$ cat src/hw/mia_params.svh
// mia_params.svh: offsets, field positions, reset values and counts
// of the maskable interrupt arbiter; included by its bare name.
`ifndef MIA_PARAMS_SVH
`define MIA_PARAMS_SVH

// register offsets on the plain register port
`define MIA_OFS_PEND_LO 4'h0
`define MIA_OFS_PEND_HI 4'h1
`define MIA_OFS_EN_LO 4'h2
`define MIA_OFS_EN_HI 4'h3
`define MIA_OFS_STATUS 4'h4

// status register fields
`define MIA_ST_GIE_BIT 0
`define MIA_ST_NMI_BIT 1
`define MIA_ST_TRAP_BIT 2

// reset values
`define MIA_RST_BYTE 8'h00
`define MIA_RST_SRC 14'h0000

// acknowledge sequence, in instruction cycles (one sys_clk each)
`define MIA_ACK_INSTR_CYCLES 7
`define MIA_ACK_LAST 3'(`MIA_ACK_INSTR_CYCLES - 1)
`define MIA_ACK_PUSH_STEP 3'h1

// addresses and vector slot offsets (low byte within the vector block)
`define MIA_ENTRY_ADDR 15'h00ff
`define MIA_VEC_TRAP 8'hfe
`define MIA_VEC_DEFAULT 8'he0
`define MIA_VEC_BASE 8'he2

`endif

$ cat src/hw/mia_pkg.sv
// mia_pkg: types of the maskable interrupt arbiter.
// assumes mia_params.svh is compiled alongside.
package mia_pkg;

  // number of maskable sources; index 13 ranks highest, 0 lowest
  localparam int MIA_NUM_SRC = 14;

  typedef logic [MIA_NUM_SRC-1:0] mia_src_t;

  // address with a one-cycle valid, used for push and pc load
  typedef struct packed {
    logic valid;
    logic [14:0] addr;
  } mia_addr_s;

  // result of the fixed-priority encoder
  typedef struct packed {
    logic hit;
    logic [3:0] idx;
  } mia_pick_s;

  typedef enum logic {MIA_IDLE, MIA_ACK} mia_state_e;

endpackage

$ cat src/hw/mia_arbiter.sv
// mia_arbiter: interrupt control of an 8-bit core: pending and enable
// bits, global enable, fixed-priority arbitration, acknowledge sequence.
// assumes one sys_clk edge per instruction cycle tick, and a sequencer
// that stalls while ack_busy is high and answers pops one cycle later.
//
// Functional notes
// - software trap ignores all enables; other sources need own enable and global
// - fixed priority: trap highest, default vector lowest
// - fourteen maskable sources, each with fixed rank and vector slot
// - pending flag sets on its event regardless of enable
// - maskable request fires only with pending, enable and global enable set
// - while trap routine runs, maskable requests wait until it returns
// - requests are evaluated only at instruction start
// - simultaneous requests: highest rank served, rest stay pending
// - reset clears pending, enables and global enable
// - enabling a source already pending fires at next boundary
// - a pending skip is performed before acknowledge
// - acknowledge clears the global enable
// - acknowledge pushes the address about to execute
// - acknowledge loads program counter with 00ff hex
// - acknowledge sequence lasts seven instruction cycles
// - software may set global enable in status word to allow nesting
// - return sets global enable, pops address, loads program counter
// - remaining requests are served right after the return
// - pending and enable bits are readable and writable by software
// - trap vector sits at the top slot, offsets fe and ff
// - lookup with nothing active returns the default vector
//
// Implementation choices: the register addresses and the plain strobed port.
`timescale 1ns/1ps
`default_nettype none
`include "mia_params.svh"

module mia_arbiter import mia_pkg::*; (
  // clock and reset
  input wire logic sys_clk,
  input wire logic reset,
  // register port
  input wire logic [3:0] reg_addr,
  input wire logic [7:0] reg_wdata,
  input wire logic reg_wr,
  input wire logic reg_rd,
  output logic [7:0] reg_rdata,
  // peripheral events
  input wire logic [MIA_NUM_SRC-1:0] irq_event,
  input wire logic trap_event,
  // core sequencer
  input wire logic instr_start,
  input wire logic skip_next,
  input wire logic [14:0] pc_current,
  input wire logic return_from_irq,
  input wire logic vis_exec,
  input wire logic [14:0] stack_pop_data,
  input wire logic stack_pop_valid,
  // to core sequencer and stack
  output logic ack_busy,
  output var mia_addr_s stack_push,
  output logic stack_pop_req,
  output var mia_addr_s pc_load,
  output logic vis_valid,
  output logic [7:0] vis_vector,
  output logic global_irq_enable,
  output logic nmi_active
);

  // highest set bit of the active sources
  function automatic mia_pick_s pick(input mia_src_t act);
    mia_pick_s p;
    p = '0;
    for (int i = 0; i < MIA_NUM_SRC; i++) begin
      if (act[i]) begin
        p.hit = 1'b1;
        p.idx = 4'(i);
      end
    end
    return p;
  endfunction

  mia_src_t pend_q, pend_d, en_q, en_d, active;
  logic gie_q, trap_pend_q, nmi_q;
  mia_state_e state_q;
  logic [2:0] step_q;
  logic [14:0] ret_addr_q;
  logic [7:0] rdata_q, vis_vec_q;
  logic vis_valid_q, pop_req_q;
  mia_addr_s push_q, load_q;
  mia_pick_s best;
  logic boundary, take_trap, take_mask, take;

  // per-source active term and winner
  assign active = pend_q & en_q;
  assign best = pick(active);

  // evaluation at instruction start only, after any skip
  assign boundary = instr_start && !skip_next && state_q == MIA_IDLE;
  assign take_trap = boundary && trap_pend_q;
  assign take_mask = boundary && !nmi_q && gie_q && best.hit;
  assign take = take_trap || take_mask;

  // next pending and enable values: event set wins over a write
  always_comb begin
    pend_d = pend_q;
    en_d = en_q;
    if (reg_wr && reg_addr == `MIA_OFS_PEND_LO) begin
      pend_d[7:0] = reg_wdata;
    end else if (reg_wr && reg_addr == `MIA_OFS_PEND_HI) begin
      pend_d[13:8] = reg_wdata[5:0];
    end else if (reg_wr && reg_addr == `MIA_OFS_EN_LO) begin
      en_d[7:0] = reg_wdata;
    end else if (reg_wr && reg_addr == `MIA_OFS_EN_HI) begin
      en_d[13:8] = reg_wdata[5:0];
    end
    pend_d = pend_d | irq_event;
  end

  // pending and enable registers
  always_ff @(posedge sys_clk) begin
    if (reset) begin
      pend_q <= `MIA_RST_SRC;
      en_q <= `MIA_RST_SRC;
    end else begin
      pend_q <= pend_d;
      en_q <= en_d;
    end
  end

  // global enable: ack clears, return sets, status writes load bit 0
  always_ff @(posedge sys_clk) begin
    if (reset) begin
      gie_q <= 1'b0;
    end else if (take) begin
      gie_q <= 1'b0;
    end else if (return_from_irq) begin
      gie_q <= 1'b1;
    end else if (reg_wr && reg_addr == `MIA_OFS_STATUS) begin
      gie_q <= reg_wdata[`MIA_ST_GIE_BIT];
    end
  end

  // trap pending and in-service state
  always_ff @(posedge sys_clk) begin
    if (reset) begin
      trap_pend_q <= 1'b0;
      nmi_q <= 1'b0;
    end else begin
      trap_pend_q <= trap_event || (trap_pend_q && !take_trap);
      if (take_trap) begin
        nmi_q <= 1'b1;
      end else if (return_from_irq) begin
        nmi_q <= 1'b0;
      end
    end
  end

  // acknowledge sequencer
  always_ff @(posedge sys_clk) begin
    if (reset) begin
      state_q <= MIA_IDLE;
      step_q <= 3'h0;
      ret_addr_q <= 15'h0000;
    end else begin
      case (state_q)
        MIA_IDLE: begin
          step_q <= 3'h0;
          if (take) begin
            state_q <= MIA_ACK;
            ret_addr_q <= pc_current;
          end
        end
        MIA_ACK: begin
          step_q <= step_q + 3'h1;
          if (step_q == `MIA_ACK_LAST) begin
            state_q <= MIA_IDLE;
          end
        end
        default: state_q <= MIA_IDLE;
      endcase
    end
  end

  // busy, push and program counter load outputs
  always_ff @(posedge sys_clk) begin
    if (reset) begin
      ack_busy <= 1'b0;
      push_q <= '0;
      load_q <= '0;
    end else begin
      if (take) begin
        ack_busy <= 1'b1;
      end else if (state_q == MIA_ACK && step_q == `MIA_ACK_LAST) begin
        ack_busy <= 1'b0;
      end
      push_q.valid <= state_q == MIA_ACK && step_q == `MIA_ACK_PUSH_STEP;
      push_q.addr <= ret_addr_q;
      if (state_q == MIA_ACK && step_q == `MIA_ACK_LAST) begin
        load_q <= {1'b1, `MIA_ENTRY_ADDR};
      end else if (stack_pop_valid) begin
        load_q <= {1'b1, stack_pop_data};
      end else begin
        load_q.valid <= 1'b0;
      end
    end
  end

  // return pops the saved address
  always_ff @(posedge sys_clk) begin
    if (reset) begin
      pop_req_q <= 1'b0;
    end else begin
      pop_req_q <= return_from_irq;
    end
  end

  // vector-select lookup
  always_ff @(posedge sys_clk) begin
    if (reset) begin
      vis_valid_q <= 1'b0;
      vis_vec_q <= `MIA_VEC_DEFAULT;
    end else begin
      vis_valid_q <= vis_exec;
      if (vis_exec) begin
        if (nmi_q || trap_pend_q) begin
          vis_vec_q <= `MIA_VEC_TRAP;
        end else if (best.hit) begin
          vis_vec_q <= `MIA_VEC_BASE + {3'h0, best.idx, 1'b0};
        end else begin
          vis_vec_q <= `MIA_VEC_DEFAULT;
        end
      end
    end
  end

  // register read data, one cycle after the strobe
  always_ff @(posedge sys_clk) begin
    if (reset) begin
      rdata_q <= `MIA_RST_BYTE;
    end else if (!reg_rd) begin
      rdata_q <= 8'h00;
    end else if (reg_addr == `MIA_OFS_PEND_LO) begin
      rdata_q <= pend_q[7:0];
    end else if (reg_addr == `MIA_OFS_PEND_HI) begin
      rdata_q <= {2'h0, pend_q[13:8]};
    end else if (reg_addr == `MIA_OFS_EN_LO) begin
      rdata_q <= en_q[7:0];
    end else if (reg_addr == `MIA_OFS_EN_HI) begin
      rdata_q <= {2'h0, en_q[13:8]};
    end else if (reg_addr == `MIA_OFS_STATUS) begin
      rdata_q <= {5'h00, trap_pend_q, nmi_q, gie_q};
    end else begin
      rdata_q <= 8'h00; // unmapped
    end
  end

  assign reg_rdata = rdata_q;
  assign stack_push = push_q;
  assign pc_load = load_q;
  assign stack_pop_req = pop_req_q;
  assign vis_valid = vis_valid_q;
  assign vis_vector = vis_vec_q;
  assign global_irq_enable = gie_q;
  assign nmi_active = nmi_q;

  // checks
  property p_trap_unmasked;
    @(posedge sys_clk) disable iff (reset)
    (instr_start && !skip_next && !ack_busy && trap_pend_q) |=> ack_busy;
  endproperty
  a_trap_unmasked: assert property (p_trap_unmasked)
    else $error("trap not acknowledged at boundary");

  property p_mask_fire;
    @(posedge sys_clk) disable iff (reset)
    (instr_start && !skip_next && !ack_busy && !nmi_q && gie_q
      && (pend_q & en_q) != '0) |=> ack_busy && !global_irq_enable;
  endproperty
  a_mask_fire: assert property (p_mask_fire)
    else $error("qualified request not acknowledged");

  property p_nmi_hold;
    @(posedge sys_clk) disable iff (reset)
    (!ack_busy && nmi_q && !trap_pend_q) |=> !ack_busy;
  endproperty
  a_nmi_hold: assert property (p_nmi_hold)
    else $error("maskable taken during trap routine");

  property p_boundary_only;
    @(posedge sys_clk) disable iff (reset)
    (!ack_busy && (!instr_start || skip_next)) |=> !ack_busy;
  endproperty
  a_boundary_only: assert property (p_boundary_only)
    else $error("acknowledge away from boundary or during skip");

  property p_pend_set;
    @(posedge sys_clk) disable iff (reset)
    irq_event != '0 |=> (pend_q & $past(irq_event)) == $past(irq_event);
  endproperty
  a_pend_set: assert property (p_pend_set)
    else $error("event lost");

  property p_reset_clear;
    @(posedge sys_clk) disable iff (reset)
    $fell(reset) |-> pend_q == '0 && en_q == '0 && !gie_q;
  endproperty
  a_reset_clear: assert property (p_reset_clear)
    else $error("state not cleared by reset");

  property p_ack_len;
    @(posedge sys_clk) disable iff (reset)
    $rose(ack_busy) |-> !global_irq_enable && ack_busy [*7] ##1 !ack_busy;
  endproperty
  a_ack_len: assert property (p_ack_len)
    else $error("acknowledge length wrong");

  property p_push;
    @(posedge sys_clk) disable iff (reset)
    $rose(ack_busy) |-> ##2 stack_push.valid
      && stack_push.addr == $past(pc_current, 3);
  endproperty
  a_push: assert property (p_push)
    else $error("return address not pushed");

  property p_entry;
    @(posedge sys_clk) disable iff (reset)
    $rose(ack_busy) |-> ##7 pc_load.valid && pc_load.addr == `MIA_ENTRY_ADDR;
  endproperty
  a_entry: assert property (p_entry)
    else $error("entry address not loaded");

  property p_return_from_irq;
    @(posedge sys_clk) disable iff (reset)
    (return_from_irq && !take) |=> global_irq_enable && stack_pop_req;
  endproperty
  a_return_from_irq: assert property (p_return_from_irq)
    else $error("return did not set enable or pop");

  property p_vis_default;
    @(posedge sys_clk) disable iff (reset)
    (vis_exec && !nmi_q && !trap_pend_q && (pend_q & en_q) == '0)
      |=> vis_valid && vis_vector == `MIA_VEC_DEFAULT;
  endproperty
  a_vis_default: assert property (p_vis_default)
    else $error("default vector not returned");

  // a trap, pending or in service, always wins the lookup
  property p_trap_vec;
    @(posedge sys_clk) disable iff (reset)
    (vis_exec && (nmi_q || trap_pend_q))
      |=> vis_valid && vis_vector == `MIA_VEC_TRAP;
  endproperty
  a_trap_vec: assert property (p_trap_vec)
    else $error("trap vector not returned");

  // a status write reaches the global enable unless ack or return beat it
  property p_gie_write;
    @(posedge sys_clk) disable iff (reset)
    (reg_wr && reg_addr == `MIA_OFS_STATUS && !take && !return_from_irq)
      |=> global_irq_enable == $past(reg_wdata[`MIA_ST_GIE_BIT]);
  endproperty
  a_gie_write: assert property (p_gie_write)
    else $error("status write did not reach global enable");

  // the popped address goes to the program counter one cycle later
  property p_ret_load;
    @(posedge sys_clk) disable iff (reset)
    (stack_pop_valid && !ack_busy)
      |=> pc_load.valid && pc_load.addr == $past(stack_pop_data);
  endproperty
  a_ret_load: assert property (p_ret_load)
    else $error("popped address not loaded");

  c_mask_ack: cover property (@(posedge sys_clk) disable iff (reset)
    $rose(ack_busy) && !nmi_q);
  c_trap_ack: cover property (@(posedge sys_clk) disable iff (reset)
    $rose(nmi_q));
  c_vis_hit: cover property (@(posedge sys_clk) disable iff (reset)
    vis_valid && vis_vector != `MIA_VEC_DEFAULT);
  c_return: cover property (@(posedge sys_clk) disable iff (reset)
    stack_pop_req ##1 pc_load.valid);

endmodule

`default_nettype wire

$ cat config.mk
export PLATFORM = sky130hd
export DESIGN_NAME = mia_arbiter
export DESIGN_NICKNAME = d
export VERILOG_FILES = /design/src/hw/mia_pkg.sv /design/src/hw/mia_arbiter.sv
export VERILOG_INCLUDE_DIRS = /design/src /design/src/hw
export SDC_FILE = /design/constraint.sdc
export NUM_CORES = 1
export LEC_CHECK = 0
export BUFFER_PORTS_ARGS = -buffer_cell sky130_fd_sc_hd__buf_2
export CAP_MARGIN = 10
export CORE_MARGIN = 1.5
export CORE_UTILIZATION = 46
export DETAILED_ROUTE_END_ITERATION = 16
export HOLD_SLACK_MARGIN = 0.05
export PLACE_DENSITY = 0.75
export SKIP_LAST_GASP = 1
export SLEW_MARGIN = 10
export SYNTH_ARGS = -nofsm -noshare
export SYNTH_HDL_FRONTEND = slang
export SYNTH_SLANG_ARGS = --single-unit
export TNS_END_PERCENT = 100
$ cat constraint.sdc
create_clock -name sys_clk -period 2.1 [get_ports sys_clk]
set_input_delay 0.105 -clock sys_clk [delete_from_list [all_inputs] [get_ports sys_clk]]
set_output_delay 0.105 -clock sys_clk [all_outputs]
set_load 0.01 [all_outputs]
==> impl_metrics.py, run 1 <==
metrics = {
    "power_and_ir_drop": {
        "irDropWorstVdd_mv": 0.382,
        "power.leakage_nw": 2.50,
        "powerDensity_nw_per_um2": 698,
    },
    "route": {
        "drt_wl_total_um": 10000,
        "vias": 3490,
        "drt_iter0_markers": 194,
        "antenna_left": 0,
        "via_per_inst": 5.20,
        "wl_per_cell_um": 15.0,
        "drc": 0,
        "first_pass_iters": 5,
    },
    "worst_setup_path": {
        "critPathMaxFanout": 16,
        "crit_path_cell_trace": "a22o_2 -> a221oi_2 -> or3b_4 -> o21ba_1 -> buf_12 -> mux2_4",
        "path_depth": 6,
        "start_kind": "flop",
        "path_buf_inv": 1,
        "worst-setup-path-type": "reg2reg",
        "critPathTopFamily": "compound AO/OA/AOI/OAI gates",
        "critical_path.max_stage_delay_ns": 0.44,
        "worstReg2RegEnd": "ret_addr_q[10]",
        "ff2ff_path_depth": 6,
        "critPathRequiredTime_ns": 2.36,
        "end_kind": "flop",
        "rrSetupSlack_ns": 0.07,
        "r2r_start": "pend_q[3]",
        "cp_slowest_cell": "or3b_4",
        "worstPathArrival_ns": 2.29,
    },
    "clock_network": {
        "clk_pin_slew_ns": 0.11,
        "insertion_delay_ns": 0.37,
        "htree_levels": 3,
        "root_buffer": "clkbuf_8",
        "cts_tree": "done",
        "cts.path.max_buffers": 2,
        "clock_sinks": 99,
        "cts_buffers": 9,
        "cts_resized": 0,
    },
    "layout": {
        "layout_commonest_cell": "buf_2",
        "fillers": 739,
        "stdcell_area_um2": 5320,
        "final_cell_mix": "buf_2 (117), dfxtp_1 (99), nor2_1 (50)",
        "antenna_cells": 0,
        "areaGrowthSynthToFinish_pct": 31.1,
        "drive_gt1_share_pct": 30.2,
        "nets": 628,
    },
    "yosys": {
        "yosys.area.top_type_share_pct": 48.8,
        "synthTopCellsByArea": "dfxtp_1 (49%), mux2i_1 (9.1%), nor2b_1 (5.5%)",
        "postSynthAreaPerCell_um2": 9.93,
        "synth.distinct_cells": 47,
        "netlist_area_um2": 4060,
        "ys.warnings.count": 0,
        "yosysSeqAreaShare_pct": 48.8,
        "async_flop_share_pct": 0,
        "synth-edff-count": 0,
        "yosys_most_used_dff": "dfxtp_1",
        "syn_nets": 479,
        "synth_area_leader_cell": "dfxtp_1",
        "syn-instance-count": 409,
        "synth-seq-cells": 99,
    },
    "floorplanning": {
        "pin_count": 119,
        "die_w_um": 97.0,
        "die_h_um": 97.0,
        "dieArea_um2": 9400,
        "start_util_pct": 47.0,
        "std_cell_rows": 34,
        "coreArea_um2": 8640,
    },
    "sta": {
        "drv_slew": 0,
        "finalHoldViolations": 0,
        "period_needed_ns": 2.03,
        "setup_violations": 0,
        "period_share_pct": 96.7,
        "worstMarginPinSlew_ns": 0.764,
        "worst_slack_ns": 0.0694,
        "fmax_ghz": 0.492,
        "tns_ns": 0,
        "finClkSkew_ns": 0.0157,
        "slew_headroom_pct": 49.1,
        "rsz0062_at_grt": "no",
    },
    "global_routing": {
        "grt_max_degree": 47,
        "grtUsageTotal_pct": 21.4,
        "first_global_vias": 3320,
        "grt_pass1_wl_um": 16400,
        "antenna_found_initial": 0,
        "grt_overflow_total": 0,
    },
    "placed_design": {
        "portBuffers": 117,
        "gp_congestion": 0.928,
        "dp_slack_ns": 0.0852,
        "dp_hpwl_um": 7020,
        "placed_cell_area_um2": 4730,
    },
    "outcome": {
        "status": "complete, no violations",
    },
    "worst_hold_path": {
        "holdPathEnd": "pc_load[6]",
        "holdPathStages": 3,
        "min_from": "stack_pop_data[6]",
        "hp-class": "in2reg",
    },
    "job": {
        "drv_cap": 0,
    },
}
-- power breakdown --
group	internal [mW]	switching, mW	total, mW
registers	1.94	0.0493	1.99
clock network	0.586	0.712	1.30
logic	0.219	0.203	0.422
-- state kept, by name (all words and copies together) (netlist names), 3 cells and up --
register	cells
vis_vector	6
ret_addr_q	15
pc_load	16
stack_push	16
reg_rdata	8
pend_q	14
en_q	14
step_q	3
-- metrics by stage --
stage	instances	utilization (%)	total power, mW	hold WS (ns)
floorplan	409	-	2.24	0.222
global placement	618	54.8	2.39	0.312
detailed placement	618	54.8	2.40	0.325
CTS	671	61.6	3.74	0.0533
global route	671	61.6	3.87	0.0511
finish	671	61.6	3.71	0.0572
-- cell usage after synthesis (all sizes together) (7+ instances only) --
cell    count
a22oi       9
nand2      15
inv        11
buf         8
nor3        7
mux2       19
dfxtp      99
a22o        7
mux2i      37
a211oi     10
nor2b      36
a21oi      26
and3        8
clkbuf     17
nand2b      8
nor2       50
-- timing repair --
item | 4_1_cts | 5_1_grt
endpoints found under the hold margin | 41 | 0
hold buffers | 37 | 0
buffers inserted | 0 | 0
setup endpoints to repair | 0 | 0
-- per-layer routing --
| layer | global-route usage (%) | part of all wire, % | vias up |
|---|---|---|---|
| li1 | - | - | 1713 |
| met1 | 28.2 | 44 | 1621 |
| met2 | 34.2 | 48 | 138 |
| met3 | 4.70 | 5.9 | 18 |
| met4 | 8.58 | 2.0 | 0 |
| met5 | 0 | 0 | - |
-- area by class of cell --
| type | count | area [um^2] | area share (%) |
|---|---|---|---|
| tap | 108 | 135 | 2.54 |
| clock inverter | 7 | 93.8 | 1.76 |
| clock buffer | 9 | 124 | 2.33 |
| multi-input combinational | 274 | 1910 | 35.9 |
| timing repair buffer | 163 | 1040 | 19.5 |
| inverter | 11 | 41.3 | 0.776 |
| sequential | 99 | 1980 | 37.2 |
-- how the worst max path moves through the flow --
stage | slack [ns] | startpoint | end
2_1_floorplan | 0.1 | pend_q[3] | ret_addr_q[10]
3_3_place_gp | 0.11 | pend_q[3] | ret_addr_q[8]
3_5_place_dp | 0.09 | pend_q[3] | ret_addr_q[9]
4_1_cts | 0.08 | pend_q[3] | ret_addr_q[11]
5_1_grt | 0.01 | pend_q[3] | ret_addr_q[12]
6_report | 0.07 | pend_q[3] | ret_addr_q[10]
-- logic make-up after synthesis --
kind of cell	after synthesis	share of synthesized area, %
compound gates	70	12.1
buf+inv	36	4.13
xor+xnor	1	0.216
flops	99	48.8
simple gates	142	18.2
fa+ha+maj	4	1.23
other cells	1	0.0924
mux	56	15.2
-- worst min-delay path: cells and delay by family --
kind	cells	cell delay [ns]
AOI/OAI and AO/OA	1	0.14
buffers and inverters	1	0.08
muxes	1	0.06
Power figures use the tool's default switching activity.
==> inputs of run 2 (changes only) <==
--- a/config.mk
+++ b/config.mk
@@ -13,6 +13,8 @@
 export DETAILED_ROUTE_END_ITERATION = 16
 export HOLD_SLACK_MARGIN = 0.05
 export PLACE_DENSITY = 0.75
+export RECOVER_POWER = 50
+export SKIP_CTS_REPAIR_TIMING = 1
 export SKIP_LAST_GASP = 1
 export SLEW_MARGIN = 10
 export SYNTH_ARGS = -nofsm -noshare
==> run 2 against run 1 <==
  * The flow now finishes with violations (max-capacitance violations, max-slew violations)
  * Combinational power shrank 4%
  * Non-clock buffer count is 7 lower
  * Cell count decreased by 1.0%
  * Sequential cell count unchanged
  * Final area fell by 2.5%
  * Critical path depth did not move
  * Routed wire length grew 0.21%
  * First-iteration DRC count fell by 11%
  * Clock power is essentially flat
  * Register-to-register slack is essentially flat
  * Largest cell class unchanged
  * Largest power group unchanged
==> impl_metrics.py, run 2 (synthesized netlist as in run 1, its figures left out) <==
metrics = {
    "layout": {
        "nets": 621,
        "seq_area_um2": 1980,
        "multi_input_comb_area_um2": 1910,
        "layout_commonest_cell": "dfxtp_1",
        "final_cell_mix": "dfxtp_1 (99), buf_2 (67), nor2_1 (50), clkbuf_1 (50), mux2i_1 (37)",
        "antenna_cells": 0,
        "fillers": 771,
        "utilization_pct": 60.1,
        "drive_gt1_share_pct": 21.6,
        "areaGrowthSynthToFinish_pct": 27.8,
        "fin_cells": 664,
    },
    "floorplanning": {
        "pin_count": 119,
        "coreArea_um2": 8640,
        "die_w_um": 97.0,
        "std_cell_rows": 34,
        "die_h_um": 97.0,
        "start_util_pct": 47.0,
        "dieArea_um2": 9400,
    },
    "route": {
        "drt_iter0_markers": 172,
        "vias": 3484,
        "drc": 0,
        "wl_per_cell_um": 15.1,
        "antenna_left": 0,
        "via_per_inst": 5.25,
        "drt_wl_total_um": 10100,
        "first_pass_iters": 5,
    },
    "sta": {
        "finClkSkew_ns": 0.0159,
        "fin_hold_ws_ns": 0.0263,
        "rsz0062_at_grt": "no",
        "period_needed_ns": 2.03,
        "finalHoldViolations": 0,
        "setup_violations": 0,
        "slew_headroom_pct": -20.2,
        "fmax_ghz": 0.492,
        "worst_slack_ns": 0.0685,
        "tns_ns": 0,
        "period_share_pct": 96.7,
        "worstMarginPinSlew_ns": 1.80,
        "drv_slew": 47,
    },
    "worst_setup_path": {
        "rrSetupSlack_ns": 0.07,
        "r2r_start": "pend_q[3]",
        "path_depth": 6,
        "worst-setup-path-type": "reg2reg",
        "cp_slowest_cell": "or3b_4",
        "start_kind": "flop",
        "path_buf_inv": 1,
        "critical_path.startpoint": "pend_q[3]",
        "worstPathArrival_ns": 2.29,
        "critPathMaxFanout": 16,
        "worstReg2RegEnd": "ret_addr_q[10]",
        "cp-endpoint": "ret_addr_q[10]",
        "end_kind": "flop",
        "crit_path_cell_trace": "a22o_2 -> a221oi_2 -> or3b_4 -> o21ba_1 -> buf_12 -> mux2_4",
        "ff2ff_path_depth": 6,
        "critical_path.max_stage_delay_ns": 0.44,
        "critPathTopFamily": "compound AO/OA/AOI/OAI gates",
        "critPathRequiredTime_ns": 2.36,
    },
    "outcome": {
        "status": "finished, violations left",
        "violations": "max-capacitance violations, max-slew violations",
    },
    "global_routing": {
        "grt_max_degree": 47,
        "grt_pass1_wl_um": 15600,
        "first_global_vias": 3162,
        "grtUsageTotal_pct": 20.4,
        "antenna_found_initial": 0,
        "grt_overflow_total": 0,
    },
    "clock_network": {
        "root_buffer": "clkbuf_8",
        "cts_buffers": 9,
        "clk_pin_slew_ns": 0.10,
        "cts_tree": "done",
        "htree_levels": 3,
        "insertion_delay_ns": 0.36,
        "cts.path.max_buffers": 2,
        "clock_sinks": 99,
    },
    "placed_design": {
        "place_inst": 618,
        "dp_slack_ns": 0.0852,
        "dp_hpwl_um": 7020,
        "portBuffers": 117,
        "gp_congestion": 0.928,
    },
    "power_and_ir_drop": {
        "irDropWorstVdd_mv": 0.363,
        "powerDensity_nw_per_um2": 713,
        "power.leakage_nw": 2.28,
    },
    "job": {
        "drv_cap": 1,
    },
    "worst_hold_path": {
        "hp-class": "in2reg",
    },
}
## run 2: cell count changes in the layout (fill, tap and decap cells not counted), sizes merged
cell / delta
clkbuf: +52
dlygate4sd3: -7
buf: -52
## run 2: worst min path at each step
stage / start / endpoint / cells after the start
finish: reg_wdata[4] / en_q[12] / 3
global route: stack_pop_data[5] / pc_load[5] / 3
CTS: irq_event[5] / pend_q[5] / 3
detailed placement: irq_event[5] / pend_q[5] / 3
floorplan: trap_event / trap_pend_q / 2
global placement: irq_event[6] / pend_q[6] / 3
## run 2: tightest hold or removal path, delay by kind of cell
family,cells,cell delay (ns)
mux,1,0.07
buf+inv,1,0.11
simple gates,1,0.07
## run 2: layer usage
| metal | GRT usage, % | vias up | wire [um] |
|---|---|---|---|
| met5 | 0 | - | 0 |
| met4 | 7.80 | 0 | 183 |
| met3 | 4.62 | 17 | 633 |
| met2 | 31.5 | 141 | 4730 |
| met1 | 27.8 | 1627 | 4510 |
| li1 | - | 1699 | - |
## run 2: layout make-up
| cell class | instances | area share, % |
|---|---|---|
| clock buffer | 9 | 2.39 |
| clock inverter | 7 | 1.81 |
| inverter | 11 | 0.796 |
| multi-input combinational | 274 | 36.8 |
| sequential | 99 | 38.2 |
| tap | 108 | 2.60 |
| timing repair buffer | 156 | 17.4 |
## run 2: through the flow
| stage | power (mW) | area [um^2] |
|---|---|---|
| after floorplan | 2.24 | 4060 |
| after global placement | 2.39 | 4730 |
| after detailed placement | 2.40 | 4730 |
| after CTS | 3.69 | 4950 |
| after global routing | 3.85 | 5190 |
| final | 3.70 | 5190 |
## run 2: power by group
| part | switching (mW) | total (mW) | internal, mW |
|---|---|---|---|
| combinational | 0.202 | 0.405 | 0.202 |
| sequential | 0.0495 | 1.99 | 1.94 |
| clock | 0.713 | 1.30 | 0.586 |
| total | 0.964 | 3.70 | 2.73 |
==> inputs of run 3 (changes only) <==
--- a/config.mk
+++ b/config.mk
@@ -8,7 +8,7 @@
 export LEC_CHECK = 0
 export BUFFER_PORTS_ARGS = -buffer_cell sky130_fd_sc_hd__buf_2
 export CAP_MARGIN = 10
-export CORE_MARGIN = 1.5
+export CORE_MARGIN = 10
 export CORE_UTILIZATION = 46
 export DETAILED_ROUTE_END_ITERATION = 16
 export HOLD_SLACK_MARGIN = 0.05
==> run 3 against run 2 <==
  * The run still ends with max-capacitance violations, max-slew violations left
  * First-iteration DRC count increased by 50%
  * Sequential share of layout area decreased by 0.12 points
  * Via count decreased by 0.23%
  * Non-clock buffer count increased by 2
  * Core utilization increased by 0.19 points
  * Sequential power about the same
  * Sequential cell count unchanged
  * Clock skew decreased by 0.0024 ns
  * Hold slack improved by 0.0021 ns
  * Register-to-register slack about the same
  * Critical endpoint unchanged
  * Highest routed layer unchanged
==> impl_metrics.py, run 3 (synthesized netlist as in run 1, its figures left out) <==
metrics = {
    "clock_network": {
        "cts_buffers": 9,
        "clk_pin_slew_ns": 0.10,
        "cts.path.max_buffers": 2,
        "htree_levels": 3,
        "cts_tree": "done",
        "insertion_delay_ns": 0.37,
        "clock_sinks": 99,
        "root_buffer": "clkbuf_8",
    },
    "global_routing": {
        "antenna_found_initial": 0,
        "first_global_vias": 3453,
        "grt_overflow_total": 0,
        "grt_pass1_wl_um": 17300,
        "grt_max_degree": 50,
        "grtUsageTotal_pct": 16.2,
    },
    "worst_hold_path": {
        "hp-class": "in2reg",
    },
    "worst_setup_path": {
        "end_kind": "flop",
        "path_buf_inv": 1,
        "critPathRequiredTime_ns": 2.37,
        "start_kind": "flop",
        "critPathMaxFanout": 16,
        "cp_slowest_cell": "or3b_4",
        "critical_path.max_stage_delay_ns": 0.44,
        "worst-setup-path-type": "reg2reg",
        "worstPathArrival_ns": 2.30,
        "critPathTopFamily": "compound AO/OA/AOI/OAI gates",
        "crit_path_cell_trace": "a22o_2 -> a221oi_2 -> or3b_4 -> o21ba_1 -> buf_12 -> mux2_4",
    },
    "layout": {
        "stdcell_area_um2": 5200,
        "fillers": 746,
        "multi_input_comb_area_um2": 1910,
        "drive_gt1_share_pct": 21.3,
        "seq_area_um2": 1980,
        "nets": 623,
        "areaGrowthSynthToFinish_pct": 28.2,
        "final_cell_mix": "dfxtp_1 (99), buf_2 (66), clkbuf_1 (51)",
        "antenna_cells": 0,
        "layout_commonest_cell": "dfxtp_1",
    },
    "power_and_ir_drop": {
        "power.leakage_nw": 2.28,
        "irDropWorstVdd_mv": 0.322,
        "powerDensity_nw_per_um2": 715,
    },
    "sta": {
        "drv_slew": 50,
        "worstMarginPinSlew_ns": 2.04,
        "slew_headroom_pct": -35.7,
        "fmax_ghz": 0.492,
        "setup_violations": 0,
        "period_needed_ns": 2.03,
        "period_share_pct": 96.8,
        "finClkSkew_ns": 0.0135,
        "rsz0062_at_grt": "no",
        "finalHoldViolations": 0,
        "tns_ns": 0,
    },
    "route": {
        "drc": 0,
        "drt_wl_total_um": 11100,
        "via_per_inst": 5.22,
        "wl_per_cell_um": 16.6,
        "drt_iter0_markers": 258,
        "antenna_left": 0,
        "vias": 3476,
        "first_pass_iters": 5,
    },
    "floorplanning": {
        "start_util_pct": 47.0,
        "die_w_um": 114,
        "dieArea_um2": 13000,
        "die_h_um": 114,
        "pin_count": 119,
        "std_cell_rows": 34,
        "coreArea_um2": 8640,
    },
    "outcome": {
        "status": "finished, violations left",
        "violations": "max-capacitance violations, max-slew violations",
    },
    "job": {
        "drv_cap": 1,
    },
    "placed_design": {
        "portBuffers": 117,
        "gp_congestion": 0.933,
        "dp_hpwl_um": 8060,
        "placed_cell_area_um2": 4730,
    },
}
run 3: cell types whose count changed in the layout (fill, tap and decap cells not counted), sizes merged:
cell | previous run | this run
clkinv | 1 | 0
buf | 74 | 75
inv | 15 | 16
clkbuf | 61 | 60
dlygate4sd3 | 30 | 32
run 3: metrics by stage:
step                instances  setup slack, ns  power [mW]  util, %  hold WS (ns)
floorplan                 409           0.0983        2.24        -         0.222
global placement          618            0.123        2.39     54.8         0.314
detailed placement        618           0.0932        2.40     54.8         0.335
CTS                       634           0.0911        3.71     57.3       -0.0479
global route              666          0.00386        3.88     60.3        0.0557
finish                    666           0.0682        3.72     60.3        0.0283
run 3: area by class of cell:
class / instances / area share (%)
Sequential cell: 99 / 38.1
Multi-Input combinational cell: 274 / 36.7
Timing Repair Buffer: 158 / 17.7
Tap cell: 108 / 2.60
Clock buffer: 9 / 2.38
Clock inverter: 7 / 1.71
Inverter: 11 / 0.793
run 3: worst min-delay path, stage by stage:
cell     delay (ns)
buf_2          0.08
mux2i_1        0.06
a21oi_1        0.12
run 3: final timing paths:
check | start | end | slack, ns | depth (start not counted)
worst max register to register | en_q[3] | ret_addr_q[10] | 0.07 | 6
worst min register to register | ack_busy | ack_busy | 0.47 | 2
worst min-delay path | stack_pop_data[3] | pc_load[3] | 0.03 | 3
worst max-delay path | en_q[3] | ret_addr_q[10] | 0.07 | 6
run 3: per-layer routing:
metal / track usage, % / vias to the layer above / part of all wire [%]
met3: 5.62 / 15 / 7.9
met2: 25.4 / 147 / 47
li1: - / 1710 / -
met1: 20.0 / 1604 / 44
met5: 0 / - / 0
met4: 5.85 / 0 / 1.3
run 3: where the power goes:
group / internal, mW / switching [mW]
Clock: 0.584 / 0.733
Combinational: 0.205 / 0.203
Sequential: 1.94 / 0.0510
Total: 2.73 / 0.987
